--- src/logic/rps_consts.svh ---
// Timing counts, reset values and field constants for the receiver reset and power sequencer.
`ifndef RPS_CONSTS_SVH
`define RPS_CONSTS_SVH
`define RPS_CLK_MHZ          100
`define RPS_RESET_HOLD_US    1000
`define RPS_OSC_SETTLE_US    500
`define RPS_RX_STARTUP_US    1000
`define RPS_PULSE_NS         100
`define RPS_CLK_PERIOD_NS    10
`define RPS_STATUS_RESET     8'hFF
`define RPS_STATUS_CLEAR     8'h00
`endif

--- src/logic/rps_pkg.sv ---
// Types shared by the receiver reset and power sequencer.
package rps_pkg;
    typedef enum logic [3:0] {
        RPS_POWER_DOWN,
        RPS_BROWN_OUT,
        RPS_RECOVER_PULSE,
        RPS_RESET_HOLD,
        RPS_SLEEP,
        RPS_OSC_SETTLE,
        RPS_RF_START,
        RPS_RUN
    } rps_state_type;
endpackage

--- src/logic/rps_sequencer.sv ---
// Power-down, power-on reset, brown-out reset and sleep-to-run sequencer.
//
// Functional notes
// RULE1: Power-on input low holds power-down with every regulator off.
// RULE2: Power-on rising edge enables digital regulators and starts a power-on reset.
// RULE3: Analog regulator is on only while the receiver-active output is high.
// RULE4: Brown-out report forces reset and discards stored configuration.
// RULE5: Between brown-out and functional threshold the interrupt strobe is driven low.
// RULE6: On supply recovery pulse the strobe high, then hold reset for hold time.
// RULE7: Leaving reset loads status register with all ones and drives strobe low.
// RULE8: After reset the controller starts in sleep and accepts commands.
// RULE9: First status read after reset releases the strobe high.
// RULE10: Entering sleep puts oscillator in low power with load capacitors off.
// RULE11: Leaving sleep: precise oscillator, settle, then RF path and PLL, then ready.
// RULE12: Hold, settle and startup delays are parameterised clock counters.
`timescale 1ns/1ps
`include "rps_consts.svh"
module rps_sequencer #(
    parameter int RESET_HOLD_US = `RPS_RESET_HOLD_US,
    parameter int OSC_SETTLE_US = `RPS_OSC_SETTLE_US,
    parameter int RX_STARTUP_US = `RPS_RX_STARTUP_US,
    parameter int CNT_W         = 20
) (
    input  wire logic        clk_i,
    input  wire logic        reset_n_i,
    input  wire logic        power_on_i,
    input  wire logic        brown_out_i,
    input  wire logic        status_read_i,
    input  wire logic        run_request_i,
    input  wire logic        sleep_request_i,
    input  wire logic [7:0]  status_event_i,
    output logic             digital_reg_en_o,
    output logic             analog_reg_en_o,
    output logic             logic_reset_n_o,
    output logic             config_clear_o,
    output logic             interrupt_strobe_output_o,
    output logic [7:0]       interrupt_status_register_o,
    output logic             cmd_ready_o,
    output logic             osc_high_precision_o,
    output logic             load_caps_en_o,
    output logic             rf_path_en_o,
    output logic             pll_en_o,
    output logic             rx_active_o,
    output logic             rx_ready_o
);
    import rps_pkg::*;

    // Sequence overview. The power-on pin and the brown-out report are filtered first, so
    // every reaction to either lags its pin by four to five clocks.
    // Power-on low wins over everything and parks the block in power-down, regulators off.
    // A filtered power-on rise starts the reset hold. A brown-out report in any powered
    // state parks the block in the brown-out state until the report clears; a high strobe
    // pulse then follows, and after it the same reset hold as for power-on.
    // Leaving the hold lands in sleep with the status register full of ones and the strobe
    // low, and the strobe stays low until the host's first status read.
    // From sleep, a run request switches the oscillator to high precision, waits for it to
    // settle, starts the RF path and PLL, and only then raises the ready flag.
    // A sleep request in any of those steps drops all of them within one clock, trading a
    // cleaner abort for having to pay the full settle time again on the next run request.

    // Delay counts derived from the clock rate; all run on the single system clock.
    localparam int HOLD_CYC   = RESET_HOLD_US * `RPS_CLK_MHZ;
    localparam int SETTLE_CYC = OSC_SETTLE_US * `RPS_CLK_MHZ;
    localparam int START_CYC  = RX_STARTUP_US * `RPS_CLK_MHZ;
    localparam int PULSE_CYC  = (`RPS_PULSE_NS + `RPS_CLK_PERIOD_NS - 1) / `RPS_CLK_PERIOD_NS;
    localparam int RF_CYC     = (START_CYC > SETTLE_CYC) ? START_CYC - SETTLE_CYC : 1;

    // Converts a cycle count to the load value of a down counter that counts to zero.
    function automatic logic [CNT_W-1:0] load_of(input int cycles);
        load_of = (cycles > 1) ? CNT_W'(cycles - 1) : '0;
    endfunction

    // True for every state in which the digital logic is held in reset. The same decode
    // refuses host reads and drives the reset output, so the two can never disagree about
    // the clock in which reset ends.
    function automatic logic held_in_reset(input rps_state_type st);
        case (st)
            RPS_POWER_DOWN,
            RPS_BROWN_OUT,
            RPS_RECOVER_PULSE,
            RPS_RESET_HOLD: held_in_reset = 1'b1;
            default:        held_in_reset = 1'b0;
        endcase
    endfunction

    // Three-stage synchronisers; a change counts once stages two and three agree.
    logic [2:0] pon_sync_ff;
    logic [2:0] bod_sync_ff;
    logic       pon_ff;
    logic       bod_ff;
    logic       pon_prev_ff;

    // Stage one may go metastable, so only the shift into stage two reads it; the filter
    // below looks at stages two and three alone.
    always_ff @(posedge clk_i or negedge reset_n_i) begin
        if (!reset_n_i) begin
            pon_sync_ff <= 3'h0;
            bod_sync_ff <= 3'h0;
        end else begin
            pon_sync_ff <= {pon_sync_ff[1:0], power_on_i};
            bod_sync_ff <= {bod_sync_ff[1:0], brown_out_i};
        end
    end

    // A pin change is believed only once two stages agree; a one-clock glitch on the pin
    // therefore never reaches the sequencer.
    wire pon_agree = pon_sync_ff[1] == pon_sync_ff[2];
    wire bod_agree = bod_sync_ff[1] == bod_sync_ff[2];
    wire nxt_pon   = pon_agree ? pon_sync_ff[2] : pon_ff;
    wire nxt_bod   = bod_agree ? bod_sync_ff[2] : bod_ff;

    // Filtered levels plus previous power-on level for edge detection.
    always_ff @(posedge clk_i or negedge reset_n_i) begin
        if (!reset_n_i) begin
            pon_ff      <= 1'b0;
            bod_ff      <= 1'b0;
            pon_prev_ff <= 1'b0;
        end else begin
            pon_ff      <= nxt_pon;
            bod_ff      <= nxt_bod;
            pon_prev_ff <= pon_ff;
        end
    end

    // Rising edge of the filtered power-on level. Both registers reset low, matching the
    // idle level of the pin, so no false edge follows a chip reset with the pin low.
    wire pon_rise = pon_ff && !pon_prev_ff;

    rps_state_type   state_ff;
    rps_state_type   nxt_state;
    logic [CNT_W-1:0] cnt_ff;
    logic [CNT_W-1:0] nxt_cnt;
    logic [7:0]      status_ff;
    logic [7:0]      nxt_status;
    logic            strobe_ff;
    logic            nxt_strobe;
    logic            first_read_pending_ff;
    logic            nxt_first_read_pending;

    // The down counter is shared by every timed state; each state loads it on entry, so no
    // state inherits a count left behind by another.
    wire cnt_done = cnt_ff == '0;
    wire entering_sleep = (nxt_state == RPS_SLEEP) && (state_ff != RPS_SLEEP);

    // Sequencing. Power-off takes priority over everything; brown-out over everything in any state but power-down.
    always_comb begin
        nxt_state = state_ff;
        nxt_cnt   = cnt_done ? cnt_ff : cnt_ff - 1'b1;
        if (!pon_ff) begin
            nxt_state = RPS_POWER_DOWN; // RULE1
        end else if (bod_ff && state_ff != RPS_POWER_DOWN) begin
            nxt_state = RPS_BROWN_OUT; // RULE4
        end else begin
            case (state_ff)
                RPS_POWER_DOWN: begin
                    if (pon_rise) begin
                        nxt_state = RPS_RESET_HOLD; // RULE2
                        nxt_cnt   = load_of(HOLD_CYC); // RULE12
                    end
                end
                RPS_BROWN_OUT: begin
                    nxt_state = RPS_RECOVER_PULSE; // RULE6
                    nxt_cnt   = load_of(PULSE_CYC);
                end
                RPS_RECOVER_PULSE: begin
                    if (cnt_done) begin
                        nxt_state = RPS_RESET_HOLD; // RULE6
                        nxt_cnt   = load_of(HOLD_CYC); // RULE12
                    end
                end
                RPS_RESET_HOLD: begin
                    if (cnt_done) begin
                        nxt_state = RPS_SLEEP; // RULE8
                    end
                end
                RPS_SLEEP: begin
                    if (run_request_i) begin
                        nxt_state = RPS_OSC_SETTLE; // RULE11
                        nxt_cnt   = load_of(SETTLE_CYC); // RULE12
                    end
                end
                RPS_OSC_SETTLE: begin
                    if (sleep_request_i) begin
                        nxt_state = RPS_SLEEP;
                    end else if (cnt_done) begin
                        nxt_state = RPS_RF_START; // RULE11
                        nxt_cnt   = load_of(RF_CYC); // RULE12
                    end
                end
                RPS_RF_START: begin
                    if (sleep_request_i) begin
                        nxt_state = RPS_SLEEP;
                    end else if (cnt_done) begin
                        nxt_state = RPS_RUN; // RULE11
                    end
                end
                RPS_RUN: begin
                    if (sleep_request_i) begin
                        nxt_state = RPS_SLEEP;
                    end
                end
                default: begin
                    // An illegal state code falls back to power-down, the safest restart.
                    nxt_state = RPS_POWER_DOWN;
                end
            endcase
        end
    end

    // Status register and strobe. A hardware event set beats the read clear in the same cycle.
    wire leaving_reset = (state_ff == RPS_RESET_HOLD) && (nxt_state == RPS_SLEEP);
    wire in_reset      = held_in_reset(state_ff);
    wire read_ok       = status_read_i && !in_reset;

    always_comb begin
        nxt_status             = status_ff;
        nxt_strobe             = strobe_ff;
        nxt_first_read_pending = first_read_pending_ff;
        if (nxt_state == RPS_BROWN_OUT || nxt_state == RPS_POWER_DOWN) begin
            nxt_status = `RPS_STATUS_CLEAR; // RULE4
            nxt_strobe = 1'b0; // RULE5
        end else if (nxt_state == RPS_RECOVER_PULSE) begin
            nxt_strobe = 1'b1; // RULE6
        end else if (nxt_state == RPS_RESET_HOLD) begin
            nxt_strobe = 1'b0;
        end else if (leaving_reset) begin
            nxt_status             = `RPS_STATUS_RESET; // RULE7
            nxt_strobe             = 1'b0; // RULE7
            nxt_first_read_pending = 1'b1;
        end else begin
            if (read_ok) begin
                nxt_status = `RPS_STATUS_CLEAR;
                if (first_read_pending_ff) begin
                    nxt_strobe             = 1'b1; // RULE9
                    nxt_first_read_pending = 1'b0;
                end
            end
            // Events are ORed in after the read clear, so an event in the read cycle is kept.
            nxt_status = nxt_status | status_event_i;
        end
    end

    // Registered state, counter and status.
    always_ff @(posedge clk_i or negedge reset_n_i) begin
        if (!reset_n_i) begin
            state_ff              <= RPS_POWER_DOWN;
            cnt_ff                <= '0;
            status_ff             <= `RPS_STATUS_CLEAR;
            strobe_ff             <= 1'b0;
            first_read_pending_ff <= 1'b0;
        end else begin
            state_ff              <= nxt_state;
            cnt_ff                <= nxt_cnt;
            status_ff             <= nxt_status;
            strobe_ff             <= nxt_strobe;
            first_read_pending_ff <= nxt_first_read_pending;
        end
    end

    // Output decode from the next state so every output is a flip-flop aligned with state_ff.
    wire nxt_digital_en = nxt_state != RPS_POWER_DOWN; // RULE2
    wire nxt_rst_n      = !held_in_reset(nxt_state);
    wire nxt_precise    = (nxt_state == RPS_OSC_SETTLE) || (nxt_state == RPS_RF_START) ||
                          (nxt_state == RPS_RUN); // RULE10
    wire nxt_rf         = (nxt_state == RPS_RF_START) || (nxt_state == RPS_RUN); // RULE11
    wire nxt_ready      = nxt_state == RPS_RUN; // RULE11
    wire nxt_clear      = (nxt_state == RPS_BROWN_OUT) || (nxt_state == RPS_POWER_DOWN);

    // The analog regulator follows the receiver-active flag exactly; they share one source.
    // Reset values match power-down, so the pins are safe before the first clock edge.
    always_ff @(posedge clk_i or negedge reset_n_i) begin
        if (!reset_n_i) begin
            digital_reg_en_o     <= 1'b0;
            analog_reg_en_o      <= 1'b0;
            logic_reset_n_o      <= 1'b0;
            config_clear_o       <= 1'b1;
            osc_high_precision_o <= 1'b0;
            load_caps_en_o       <= 1'b0;
            rf_path_en_o         <= 1'b0;
            pll_en_o             <= 1'b0;
            rx_active_o          <= 1'b0;
            rx_ready_o           <= 1'b0;
            cmd_ready_o          <= 1'b0;
        end else begin
            digital_reg_en_o     <= nxt_digital_en; // RULE1
            analog_reg_en_o      <= nxt_rf; // RULE3
            logic_reset_n_o      <= nxt_rst_n; // RULE4
            config_clear_o       <= nxt_clear; // RULE4
            osc_high_precision_o <= nxt_precise; // RULE11
            load_caps_en_o       <= nxt_precise && !entering_sleep; // RULE10
            rf_path_en_o         <= nxt_rf;
            pll_en_o             <= nxt_rf;
            rx_active_o          <= nxt_rf; // RULE3
            rx_ready_o           <= nxt_ready;
            cmd_ready_o          <= nxt_rst_n; // RULE8
        end
    end

    // Strobe and status come straight from their registers, so the host never sees a
    // combinational glitch on them.
    assign interrupt_strobe_output_o   = strobe_ff;
    assign interrupt_status_register_o = status_ff;
endmodule

--- config.mk ---
export PLATFORM = sky130hd
export DESIGN_NAME = rps_sequencer
export DESIGN_NICKNAME = d
export VERILOG_FILES = /design/src/logic/rps_pkg.sv /design/src/logic/rps_sequencer.sv
export VERILOG_INCLUDE_DIRS = /design/src /design/src/logic
export SDC_FILE = /design/constraint.sdc
export NUM_CORES = 1
export LEC_CHECK = 0
export ABC_AREA = 1
export BUFFER_PORTS_ARGS = -buffer_cell sky130_fd_sc_hd__buf_2
export CAP_MARGIN = 0
export CORE_MARGIN = 2
export CORE_UTILIZATION = 31
export CTS_CLUSTER_DIAMETER = 60
export DETAILED_ROUTE_END_ITERATION = 12
export HOLD_SLACK_MARGIN = 0.1
export MAX_ROUTING_LAYER = met4
export PLACE_DENSITY = 0.54
export SLEW_MARGIN = 20
export SYNTH_ARGS = -nofsm -noshare
export SYNTH_HDL_FRONTEND = slang
export SYNTH_SLANG_ARGS = --single-unit
--- constraint.sdc ---
create_clock -name clk_i -period 5.9 [get_ports clk_i]
set_input_delay 0.885 -clock clk_i [delete_from_list [all_inputs] [get_ports clk_i]]
set_output_delay 0.885 -clock clk_i [all_outputs]
set_load 0.05 [all_outputs]
Yosys cells after proc, flatten, opt, wreduce, memory -nomap -nowiden
Cells that the tools add are included.

word-level totals
  bits in registers = 50
  latch bits = 0
  bits in writable memories = 0
  bits in read-only memories = 0
  logic and storage cells = 108
  memories kept = 0

operators by class
  add/subtract/negate cells = 1
  $mul = 0
  div/mod/pow operators = 0
  order comparisons = 0
  eq/ne operators = 19
  shift-type cells = 0
  muxes and demuxes = 40
  bitwise gates (word level) = 4
  reduce and logical (&&, ||, !) cells = 27

operators by type and width
  kind                                                                      count
  20-bit 2-to-1 mux                                                         8
  20-bit one-hot mux with 5 select lines                                    1
  8-bit 2-to-1 mux                                                          9
  4-bit 2-to-1 mux                                                          11
  4-bit by 3-bit equality test with 1-bit output (second input constant)    8
  4-bit one-hot mux with 8 select lines                                     1
  20-bit logical NOT                                                        1
  20-bit by 1-bit subtractor with 20-bit output (second input constant)     1
  4-bit by 2-bit equality test with 1-bit output (second input constant)    4
  1-bit 2-to-1 mux                                                          10
  5-bit nonzero test                                                        2
  4-bit by 1-bit equality test with 1-bit output (second input constant)    2
  4-bit logical NOT                                                         2
  8-bit OR                                                                  1
  4-bit nonzero test                                                        2
  4-bit OR reduction                                                        2
  1-bit logical AND                                                         6
  1-bit logical NOT                                                         4
  1-bit logical OR                                                          4
  2-bit inequality test (second input constant)                             2
  4-bit by 3-bit inequality test with 1-bit output (second input constant)  1
  2-bit AND reduction                                                       2
  4-bit AND reduction                                                       1
  1-bit NOT                                                                 3
  other kinds (2)                                                           3

Depth between registers and ports, before layout
Gate-level depths: netlist (run 1).

  depth in word-level cells = 17
  depth in mapped cells = 14
  mapped depth without buffers = 14

Least setup slack after synthesis (run 1)
OpenSTA, ideal clock, no wires.

  path kind = register to register
  start point = reg cnt_ff[0]
  end point = reg cnt_ff[0]
  library setup time = 0.120 ns
  arrival = 1.801 ns
  data required time = 5.780 ns
  setup slack = 3.980 ns
  stages on the path, launching flop included = 12
  clock period less this slack = 1.920 ns
  cell sequence = dfrtp_1 -> inv_1 -> ha_1 -> nand2_2 -> nor2_4 -> nand3_4 -> buf_2 -> ha_1 -> o21ai_0 -> nand4_1 -> o21ai_0 -> inv_1

between the ends
  longest elaborated chain between the ends = 7
  elaborated cells on any way between the ends = 11

ends and longest elaborated chain
  item                                                                                 line                                        source
  start: declaration                                                                   rps_sequencer.sv:131                        logic [CNT_W-1:0] cnt_ff;
  start signal: assignment                                                             rps_sequencer.sv:253                        cnt_ff <= nxt_cnt;
  20-bit by 1-bit subtractor with 20-bit output or 20-bit logical NOT (tied branches)  rps_sequencer.sv:148, rps_sequencer.sv:142
  20-bit 2-to-1 mux                                                                    rps_sequencer.sv:148                        nxt_cnt = cnt_done ? cnt_ff : cnt_ff - 1'b1;
  20-bit 2-to-1 mux                                                                    rps_sequencer.sv:185                        end else if (cnt_done) begin
  20-bit 2-to-1 mux                                                                    rps_sequencer.sv:183                        if (sleep_request_i) begin
  20-bit one-hot mux with 5 select lines                                               rps_sequencer.sv:154                        case (state_ff)
  20-bit 2-to-1 mux                                                                    rps_sequencer.sv:151                        end else if (bod_ff && state_ff != RPS_POWER_DOWN) begin
  20-bit 2-to-1 mux (*)                                                                rps_sequencer.sv:149                        if (!pon_ff) begin
  net nxt_cnt[0]                                                                       rps_sequencer.sv:132                        logic [CNT_W-1:0] nxt_cnt;

Mark *: on every way through the listed nets, which the timed path passes. The rest lies on a longest branch.
A chain may end at the register's enable or synchronous reset.

Final worst setup path (run 1)
  start point = reg cnt_ff[0]
  end point = reg status_ff[2], in the netlist interrupt_status_register_o[2]

between the ends
  longest elaborated chain between the ends = 12
  elaborated cells on any way between the ends = 24

ends and longest elaborated chain
  item                                            line                                        source
  20-bit logical NOT (*)                          rps_sequencer.sv:142                        wire cnt_done = cnt_ff == '0;
  4-bit 2-to-1 mux, on equally long branches      rps_sequencer.sv:193, rps_sequencer.sv:185
  4-bit 2-to-1 mux, on equally long branches      rps_sequencer.sv:191, rps_sequencer.sv:183
  4-bit one-hot mux with 8 select lines (*)       rps_sequencer.sv:154
  4-bit 2-to-1 mux (*)                            rps_sequencer.sv:151
  4-bit 2-to-1 mux (*)                            rps_sequencer.sv:149
  4-bit by 3-bit equality test with 1-bit output  rps_sequencer.sv:211                        wire leaving_reset = (state_ff == RPS_RESET_HOLD) && (nxt_state == RPS_SLEEP);
  1-bit logical AND                               rps_sequencer.sv:211
  8-bit 2-to-1 mux                                rps_sequencer.sv:226                        end else if (leaving_reset) begin
  8-bit 2-to-1 mux                                rps_sequencer.sv:224                        end else if (nxt_state == RPS_RESET_HOLD) begin
  8-bit 2-to-1 mux                                rps_sequencer.sv:222                        end else if (nxt_state == RPS_RECOVER_PULSE) begin
  8-bit 2-to-1 mux                                rps_sequencer.sv:219                        if (nxt_state == RPS_BROWN_OUT || nxt_state == RPS_POWER_DOWN) begin
  end signal: assignment                          rps_sequencer.sv:248                        status_ff <= `RPS_STATUS_CLEAR;
  end signal: assignment                          rps_sequencer.sv:254                        status_ff <= nxt_status;
  end: declaration                                rps_sequencer.sv:133                        logic [7:0] status_ff;

Every way passes the cells marked *; elsewhere a longest branch is shown, timed or not. The select of a mux whose other input is x is not followed.

==> results of run 1 <==
-- per-stage QoR --
step,total power (W),utilization (%)
floorplan,0.0007160,-
detailed placement,0.0007940,35.32
CTS,0.001054,36.79
global route,0.001121,36.79
global placement,0.0007958,35.32
finish,0.001044,36.79
-- cells in the mapped netlist (all sizes together) (2+ instances only) --
cell type | count | area, µm²
dfrtp | 49 | 1226
inv | 41 | 153.9
ha | 2 | 25.02
nor3 | 8 | 50.05
nand3 | 15 | 97.60
xnor2 | 5 | 43.79
nor2 | 49 | 245.2
o21a | 2 | 15.01
xor2 | 10 | 87.58
clkinv | 2 | 12.51
o21ai | 16 | 91.34
a22oi | 8 | 100.1
a21oi | 8 | 51.30
maj3 | 2 | 20.02
nand4 | 8 | 65.06
buf | 6 | 46.29
nand2 | 60 | 242.7
-- registers in the layout (all words and copies together), names as in the netlist --
register                     cells
bod_ff                           1
bod_sync_ff                      3
cmd_ready_o                      1
cnt_ff                          20
config_clear_o                   1
digital_reg_en_o                 1
first_read_pending_ff            1
interrupt_status_register_o      8
interrupt_strobe_output_o        1
load_caps_en_o                   1
osc_high_precision_o             1
pon_ff                           1
pon_prev_ff                      1
pon_sync_ff                      3
rx_active_o                      1
rx_ready_o                       1
state_ff                         4
-- cells by family (layout without fill, tap and decap cells) --
kind of cell             count (synthesis)  count (layout)  synth area share [%]
XOR/XNOR                                15              15                 4.922
flip-flops                              50              50                 46.93
AO/OA/AOI/OAI                           40              40                 11.39
adder cells (fa/ha/maj)                  4               4                 1.688
buffers and inverters                   49              86                 7.970
AND/OR/NAND/NOR                        143             143                 26.96
other                                    1               1                0.1405
-- layout make-up --
type	instances	share of cell area, %
Clock buffer	6	2.705
Clock inverter	2	1.270
Inverter	43	5.451
Multi-Input combinational cell	203	39.43
Sequential cell	50	41.02
Tap cell	105	4.303
Timing Repair Buffer	35	5.820
-- power breakdown --
group / switching (W) / internal, W / leakage (nW) / total, W
Combinational: 0.000206 / 0.000122 / 0.884 / 0.000328
Clock: 0.000119 / 0.000140 / 0.0618 / 0.000258
Sequential: 0.0000532 / 0.000404 / 0.651 / 0.000457
Total: 0.000378 / 0.000666 / 1.60 / 0.00104
-- routing by layer --
layer | track usage [%] | routed length (µm) | vias up
met5 | - | 0 | -
met4 | 3.792 | 62 | 0
met3 | 2.529 | 224 | 7
met2 | 20.03 | 2590 | 53
met1 | 17.33 | 2745 | 980
li1 | - | - | 1040
-- worst max-delay path, delay by kind of cell, from the launching register on --
kind	cells	cell delay, ns
AOI/OAI and AO/OA	3	0.32
buffers and inverters	2	0.24
and+or+nand+nor	6	0.97
adders and majority gates	1	0.20
DFF	1	0.42
-- path summary, 6_finish.rpt --
path / start / end / slack (ns) / cells past startpoint
setup / recovery: cnt_ff[0] / interrupt_status_register_o[2] / 3.69 / 12
hold / removal: pon_sync_ff[0] / pon_sync_ff[1] / 0.36 / 0
setup reg to reg: cnt_ff[0] / interrupt_status_register_o[2] / 3.69 / 12
hold reg to reg: pon_sync_ff[0] / pon_sync_ff[1] / 0.36 / 0
max in group asynchronous: reset_n_i / interrupt_status_register_o[7] / 4.81 / 2
min in group asynchronous: reset_n_i / cnt_ff[19] / 0.67 / 2
-- cell usage in the layout, fill, tap and decap left out, drive strengths merged, types with 2 or more instances in the layout --
cell,instances
o21a,2
nand3,15
buf,35
dfrtp,49
nor3,8
o21ai,16
inv,42
a21oi,8
clkinv,2
clkbuf,6
nand2,60
a22oi,8
maj3,2
ha,2
xnor2,5
nand4,8
nor2,49
xor2,10
==> flow_summary.json, run 1 <==
{
  "worstPathRequired_ns": 6.14,
  "path_common_cell": "nand2_2",
  "critPathKind": "reg -> reg",
  "place_area_mm2": 0.002932,
  "place_hpwl_mm": 4.194,
  "ant_nets": 0,
  "fin_crit_ns": 2.211,
  "cts_buffer_depth": 2,
  "multiInputGateArea_mm2": 0.001204,
  "row_count": 33,
  "status": "complete, no violations",
  "postSynthCellCount": 302,
  "fin_worst_skew_ns": 0.01536,
  "drtPass1Iterations": 4,
  "start_kind": "flip-flop",
  "grt_antenna_before_repair": 0,
  "core_area_mm2": 0.008299,
  "final_max_slew_viol_count": 0,
  "rsz0062_at_grt": "false",
  "die-area_mm2": 0.009367,
  "yosysWarningCount": 0,
  "slew_headroom_pct": 58.99,
  "wl_per_cell_um": 12.66,
  "pin_count": 35,
  "path_cells": "inv_1 -> ha_1 -> nand2_2 -> nor2_4 -> nand3_4 -> clkinv_4 -> a21oi_4 -> nor2_8 -> nand2_2 -> o21ai_4 -> a22oi_2 -> nand2_1",
  "setup_viol": 0,
  "drc_errors": 0,
  "post-route-period-util_pct": 37.47,
  "path_clk_slew_ns": 0.10,
  "ir_drop_mv": 0.1079,
  "vias_per_cell": 4.685,
  "cp.arrival_ns": 2.45,
  "htree_levels": 2,
  "cts_hold_buf": 0,
  "cts_made_buffers": 5,
  "worst_slack_ns": 3.689,
  "cts_tree": "yes",
  "avgSynthCellArea_um2": 8.837,
  "gr-total-overflow": 0,
  "drive_gt1_share_pct": 25.37,
  "cts_root_buffer": "clkbuf_8",
  "leakage_nw": 1.596,
  "clock-sinks": 50,
  "dp_cells": 436,
  "tightest_slew_ns": 0.6152,
  "first_iter_violations": 79,
  "yosysUniqueCellTypes": 43,
  "dp_slack_ns": 3.663,
  "clock_latency_ns": 0.31,
  "crit_path_max_incr_delay_ns": 0.42,
  "nets": 355,
  "drv_cap": 0,
  "post_cts_resized": 0,
  "endpoint_kind": "flip-flop",
  "die_width_um": 96.79,
  "tns_ns": 0,
  "initial_core_util_pct": 32.16,
  "syn_nets": 319,
  "syn2layout_area_growth_pct": 14.39,
  "die_height_um": 96.79,
  "grt_util_all_layers_pct": 12.93,
  "postSynth.asyncResetShare_pct": 100.0,
  "place.gp.congestion": 0.8551,
  "hold_slack_ns": 0.3590,
  "synth_seq_cells": 50,
  "powerDensity_mw_per_mm2": 341.9,
  "cts_setup_buffers": 0,
  "place.port_buffers": 34,
  "via_count": 2080,
  "ys.flop_type": "dfrtp_1",
  "syn_area_mm2": 0.002669,
  "post-route-cell-area_mm2": 0.003053,
  "hold_violations": 0,
  "grt_pass1_wl_mm": 9.722,
  "min_path_type": "reg -> reg",
  "yosysSeqAreaShare_pct": 46.93,
  "final-seq-area_mm2": 0.001252,
  "drt-total-wl_mm": 5.623,
  "synth_edf_count": 0,
  "n_antenna_cell": 0,
  "clock.fmax_mhz": 452.3,
  "grt_start_max_net_pins": 51,
  "stdcell_count": 444,
  "grt_pass1_vias": 2096,
  "fillers": 823,
  "timing.critical_path.fanout_max": 17,
  "slowest_stage": "dfrtp_1"
}
Power figures use the tool's default switching activity.
==> inputs of run 2 (changes only) <==
clock period = 2.23 ns   (was 5.9 ns; I/O delays follow)
==> run 2 against run 1 <==
  * Sequential share of layout area down 1.3 points
  * Critical path type unchanged
  * Clock skew down 0.0083 ns
  * Final cell count up 2.5%
  * Largest power group unchanged
  * Clock-buffer cell count unchanged
==> flow_summary.json, run 2 (synthesis results as in run 1) <==
{
  "rsz0062_at_grt": "true",
  "rr_endpoint": "cnt_ff[4]",
  "first_iter_violations": 75,
  "status": "complete, no violations",
  "cp_top_family": "simple AND/OR/NAND/NOR gates",
  "n_antenna_cell": 0,
  "regMostFlops": "cnt_ff",
  "r2r_cells": 10,
  "ant_nets": 0,
  "fillers": 882,
  "syn2layout_area_growth_pct": 18.00,
  "tightest_slew_ns": 0.5378,
  "p_seq_share_pct": 45.2,
  "place.port_buffers": 34,
  "endpoint_kind": "flip-flop",
  "slowest_stage": "dfrtp_1",
  "path_clk_slew_ns": 0.09,
  "slew_headroom_pct": 64.15,
  "crit_path_max_incr_delay_ns": 0.44,
  "die-area_mm2": 0.009367,
  "hold_violations": 0,
  "worstPathRequired_ns": 2.39,
  "die_width_um": 96.79,
  "r2r_slack_ns": 0.17,
  "die_height_um": 96.79,
  "place.gp.congestion": 0.8780,
  "grt_start_max_net_pins": 29,
  "cts_buffer_depth": 2,
  "pin_count": 35,
  "grt_pass1_vias": 2061,
  "critPathKind": "reg -> reg",
  "hold_slack_ns": 0.1382,
  "drtPass1Iterations": 4,
  "grt_util_all_layers_pct": 13.06,
  "ir_drop_mv": 0.2472,
  "min_path_type": "in -> reg",
  "p_sw_share_pct": 38.01,
  "endpoint": "cnt_ff[4]",
  "vias_per_cell": 4.607,
  "layout_commonest_cell": "nand2_1",
  "fin_crit_ns": 2.061,
  "clock_latency_ns": 0.30,
  "switchingPower_w": 0.001020,
  "powerDensity_mw_per_mm2": 851.9,
  "via_count": 2096,
  "finish.utilization_pct": 37.95,
  "start_kind": "flip-flop",
  "critPathBufInv": 2,
  "p_clk_share_pct": 20.9,
  "grt_antenna_before_repair": 0,
  "cts_tree": "yes",
  "cp.arrival_ns": 2.22,
  "cts_made_buffers": 5,
  "cts_root_buffer": "clkbuf_8",
  "timing.critical_path.fanout_max": 6,
  "clock.fmax_mhz": 485.2,
  "clock-sinks": 50,
  "drv_cap": 0,
  "row_count": 33,
  "wl_per_cell_um": 12.47,
  "leakage_nw": 1.639,
  "cp_num_cells": 10,
  "core_area_mm2": 0.008299,
  "grt_pass1_wl_mm": 9.770,
  "path_cells": "nor2_2 -> inv_2 -> nor2_4 -> nor2_1 -> nor2_1 -> nand3_2 -> inv_2 -> o21ai_1 -> nor3_2 -> o21ai_0",
  "rr_startpoint": "state_ff[3]",
  "comb_power_share_pct": 33.9,
  "post-route-period-util_pct": 92.42,
  "initial_core_util_pct": 32.16,
  "gr-total-overflow": 0,
  "drive_gt1_share_pct": 28.00,
  "nets": 366,
  "largest_reg_flops": 20,
  "drc_errors": 0,
  "drt-total-wl_mm": 5.675,
  "setup_viol": 0,
  "final_cell_mix": "nand2_1 (52), dfrtp_1 (49), nor2_1 (38)",
  "intPower_w": 0.001663,
  "htree_levels": 2,
  "place_hpwl_mm": 4.405,
  "fin_worst_skew_ns": 0.007025,
  "final_max_slew_viol_count": 0,
  "setup.worst_path.start": "state_ff[3]"
}
[run 2: worst min-delay path by stage]
stage	from	end	slack (ns)	cells past startpoint
2_1_floorplan	reset_n_i	bod_ff	0.04	0
6_report	brown_out_i	bod_sync_ff[0]	0.14	1
3_5_place_dp	bod_sync_ff[0]	bod_sync_ff[1]	0.34	0
3_3_place_gp	bod_sync_ff[0]	bod_sync_ff[1]	0.33	0
5_1_grt	power_on_i	pon_sync_ff[0]	0.11	1
4_1_cts	brown_out_i	bod_sync_ff[0]	0.13	1
[run 2: final cells by class]
| cell class | instances | area (µm²) | share of cell area, % |
|---|---|---|---|
| clock inverter | 2 | 16.27 | 0.5165 |
| sequential | 50 | 1252 | 39.77 |
| timing repair buffer | 45 | 280.3 | 8.899 |
| clock buffer | 6 | 82.58 | 2.622 |
| tap | 105 | 131.4 | 4.172 |
| inverter | 43 | 166.4 | 5.284 |
| multi-input combinational | 204 | 1220 | 38.74 |
[run 2: power groups by stage]
stage               Combinational, W  Sequential [W]  Clock [W]
finish                      0.000909         0.00121   0.000560
global placement            0.000881         0.00123          0
floorplan                   0.000689         0.00120          0
global route                 0.00103         0.00124   0.000642
detailed placement          0.000882         0.00123          0
CTS                         0.000887         0.00121   0.000596
[run 2: timing repair]
action	CTS	global route
hold buffers	1	0
setup endpoints to repair	0	20
endpoints found under the hold margin	21	0
resized for setup	0	2
setup buffers	0	4
[run 2: metal layers]
| metal | vias to the layer above | GRT usage (%) | wire (µm) |
|---|---|---|---|
| met4 | 0 | 2.492 | 34 |
| met3 | 4 | 2.962 | 157 |
| met5 | - | - | 0 |
| met2 | 32 | 21.15 | 2786 |
| li1 | 1067 | - | - |
| met1 | 993 | 17.00 | 2696 |
[run 2: metrics by stage]
| step | setup TNS [ns] | cell area, µm² | std cells | setup slack, ns | power, W |
|---|---|---|---|---|---|
| after global placement | 0 | 2982 | 441 | 0.1354 | 0.002110 |
| after floorplan | 0 | 2669 | 302 | 0.3099 | 0.001894 |
| after CTS | 0 | 3090 | 450 | 0.08865 | 0.002696 |
| final | 0 | 3149 | 455 | 0.1691 | 0.002683 |
| after global routing | -0.01409 | 3149 | 455 | -0.01409 | 0.002914 |
| after detailed placement | 0 | 2982 | 441 | 0.09187 | 0.002112 |
==> inputs of run 3 (changes only) <==
BUFFER_PORTS_ARGS = unset   (was -buffer_cell sky130_fd_sc_hd__buf_2)
CELL_PAD_IN_SITES_DETAIL_PLACEMENT = 2   (was unset)
CELL_PAD_IN_SITES_GLOBAL_PLACEMENT = 2   (was unset)
DONT_BUFFER_PORTS = 1   (was unset)
PLACE_DENSITY = 0.72   (was 0.54)
==> run 3 against run 2 <==
  * Final cell count down 5.1%
  * Routed wire length up 37%
  * First-iteration DRC count down 31%
  * Die area unchanged
  * Sequential power about the same
  * Critical endpoint unchanged
  * Largest cell class is now multi-input gates
==> flow_summary.json, run 3 (synthesis results as in run 1) <==
{
  "status": "complete, no violations",
  "layout_commonest_cell": "nand2_1",
  "min_path_type": "in -> reg",
  "grt_util_all_layers_pct": 17.99,
  "post-route-period-util_pct": 96.33,
  "row_count": 33,
  "critPathKind": "reg -> reg",
  "leakage_nw": 1.562,
  "path_clk_slew_ns": 0.10,
  "min_from": "status_event_i[5]",
  "fin_crit_ns": 2.148,
  "gr-total-overflow": 0,
  "power.total_w": 0.002929,
  "p_clk_share_pct": 23.3,
  "grt_pass1_wl_mm": 13.17,
  "nets": 343,
  "clock-sinks": 50,
  "drive_gt1_share_pct": 25.99,
  "die_height_um": 96.79,
  "worstPathRequired_ns": 2.42,
  "htree_levels": 2,
  "cts_made_buffers": 5,
  "regMostFlops": "cnt_ff",
  "place_area_mm2": 0.002845,
  "ir_drop_mv": 0.3488,
  "fin_worst_skew_ns": 0.01323,
  "core_area_mm2": 0.008299,
  "drv_cap": 0,
  "cts_tree": "yes",
  "place.gp.congestion": 0.8642,
  "whs_endpoint": "interrupt_status_register_o[5]",
  "endpoint_kind": "flip-flop",
  "setup_viol": 0,
  "fillers": 936,
  "die-area_mm2": 0.009367,
  "syn2layout_area_growth_pct": 18.38,
  "n_antenna_cell": 0,
  "die_width_um": 96.79,
  "rr_endpoint": "cnt_ff[4]",
  "whs_path_depth": 2,
  "switchingPower_w": 0.001152,
  "rr_startpoint": "cnt_ff[0]",
  "tns_ns": 0,
  "via_count": 2147,
  "pin_count": 35,
  "final_cell_mix": "nand2_1 (52), dfrtp_1 (45), nor2_1 (35)",
  "cp_top_family": "simple AND/OR/NAND/NOR gates",
  "comb_power_share_pct": 34.5,
  "final_max_slew_viol_count": 0,
  "worst_slack_ns": 0.08183,
  "tightest_slew_ns": 0.5480,
  "r2r_cells": 11,
  "clock_latency_ns": 0.32,
  "grt_start_max_net_pins": 51,
  "post-route-cell-area_mm2": 0.003159,
  "drtPass1Iterations": 4,
  "p_sw_share_pct": 39.34,
  "cts_root_buffer": "clkbuf_8",
  "drt-total-wl_mm": 7.750,
  "cp.arrival_ns": 2.34,
  "path_common_cell": "buf_4",
  "powerDensity_mw_per_mm2": 927.2,
  "grt_pass1_vias": 2512,
  "wl_per_cell_um": 17.94,
  "dp_slack_ns": -0.02683,
  "hold_violations": 0,
  "cts_buffer_depth": 2,
  "drc_errors": 0,
  "critPathBufInv": 3,
  "crit_path_max_incr_delay_ns": 0.41,
  "intPower_w": 0.001777,
  "clock.fmax_mhz": 465.5,
  "place.port_buffers": 0,
  "initial_core_util_pct": 32.16,
  "p_seq_share_pct": 42.2,
  "start_kind": "flip-flop",
  "slew_headroom_pct": 63.76,
  "path_cells": "inv_1 -> ha_2 -> nand2_2 -> nor2_4 -> nand3_4 -> buf_4 -> nor3_1 -> a21oi_1 -> nor3_2 -> buf_4 -> o21ai_1",
  "first_iter_violations": 52,
  "r2r_slack_ns": 0.08,
  "place_hpwl_mm": 5.479,
  "largest_reg_flops": 20,
  "timing.critical_path.fanout_max": 6,
  "slowest_stage": "dfrtp_1",
  "grt_antenna_before_repair": 0,
  "vias_per_cell": 4.970,
  "ant_nets": 0
}
[run 3: worst max-delay path by stage]
stage	startpoint	endpoint	cells after the start
after CTS	cnt_ff[0]	digital_reg_en_o	13
after global placement	state_ff[2]	cnt_ff[13]	11
after detailed placement	cnt_ff[0]	digital_reg_en_o	13
final	cnt_ff[0]	cnt_ff[4]	11
after floorplan	cnt_ff[0]	cnt_ff[0]	11
after global routing	cnt_ff[0]	cnt_ff[0]	10
[run 3: worst register-to-register path: stages (launching register included)]
cell and delay [ns]:
dfrtp_1 0.41, inv_1 0.10, ha_2 0.22, nand2_2 0.10, nor2_4 0.18, nand3_4 0.15, buf_4 0.18, nor3_1 0.13
a21oi_1 0.10, nor3_2 0.21, buf_4 0.16, o21ai_1 0.09
[run 3: cell type report]
type                       instances  area (µm²)  share of cell area (%)
inverter                          43       168.9                   5.347
tap                              105       131.4                   4.158
clock buffer                       5       68.82                   2.178
clock inverter                     3       48.80                   1.545
timing repair buffer              22       205.2                   6.495
multi-input combinational        204        1279                   40.48
sequential                        50        1257                   39.80
[run 3: what timing repair did]
action                                  CTS  global route
endpoints found under the setup margin   11            25
cloned                                    0             1
hold endpoints to repair                 52             0
buffers inserted                          1             5
pin swaps                                 1             4
resized for setup                         3            17
hold buffers                              4             0
[run 3: per-layer routing]
layer / vias to the layer above / part of all wire (%) / GRT usage, %
met1: 1090 / 41 / 21.00
li1: 1018 / - / -
met4: 0 / 1.0 / 3.575
met3: 9 / 2.4 / 3.251
met2: 30 / 55 / 32.48
met5: - / 0 / -
[run 3: power groups by stage]
stage	Combinational (W)	Clock, W	Sequential [W]
2_1_floorplan	0.000689	0	0.00120
3_3_place_gp	0.000866	0	0.00124
3_5_place_dp	0.000902	0	0.00125
4_1_cts	0.000953	0.000713	0.00124
5_1_grt	0.00115	0.000755	0.00126
6_report	0.00101	0.000682	0.00124
[run 3: metrics by stage]
step           hold slack (ns)  utilization [%]  cells
6_report                0.1364            38.07    432
5_1_grt                 0.1274            38.07    432
4_1_cts                 0.1261            36.76    426
3_5_place_dp           0.04012            34.28    413
3_3_place_gp           0.04075            34.28    413
2_1_floorplan          0.03891                -    302
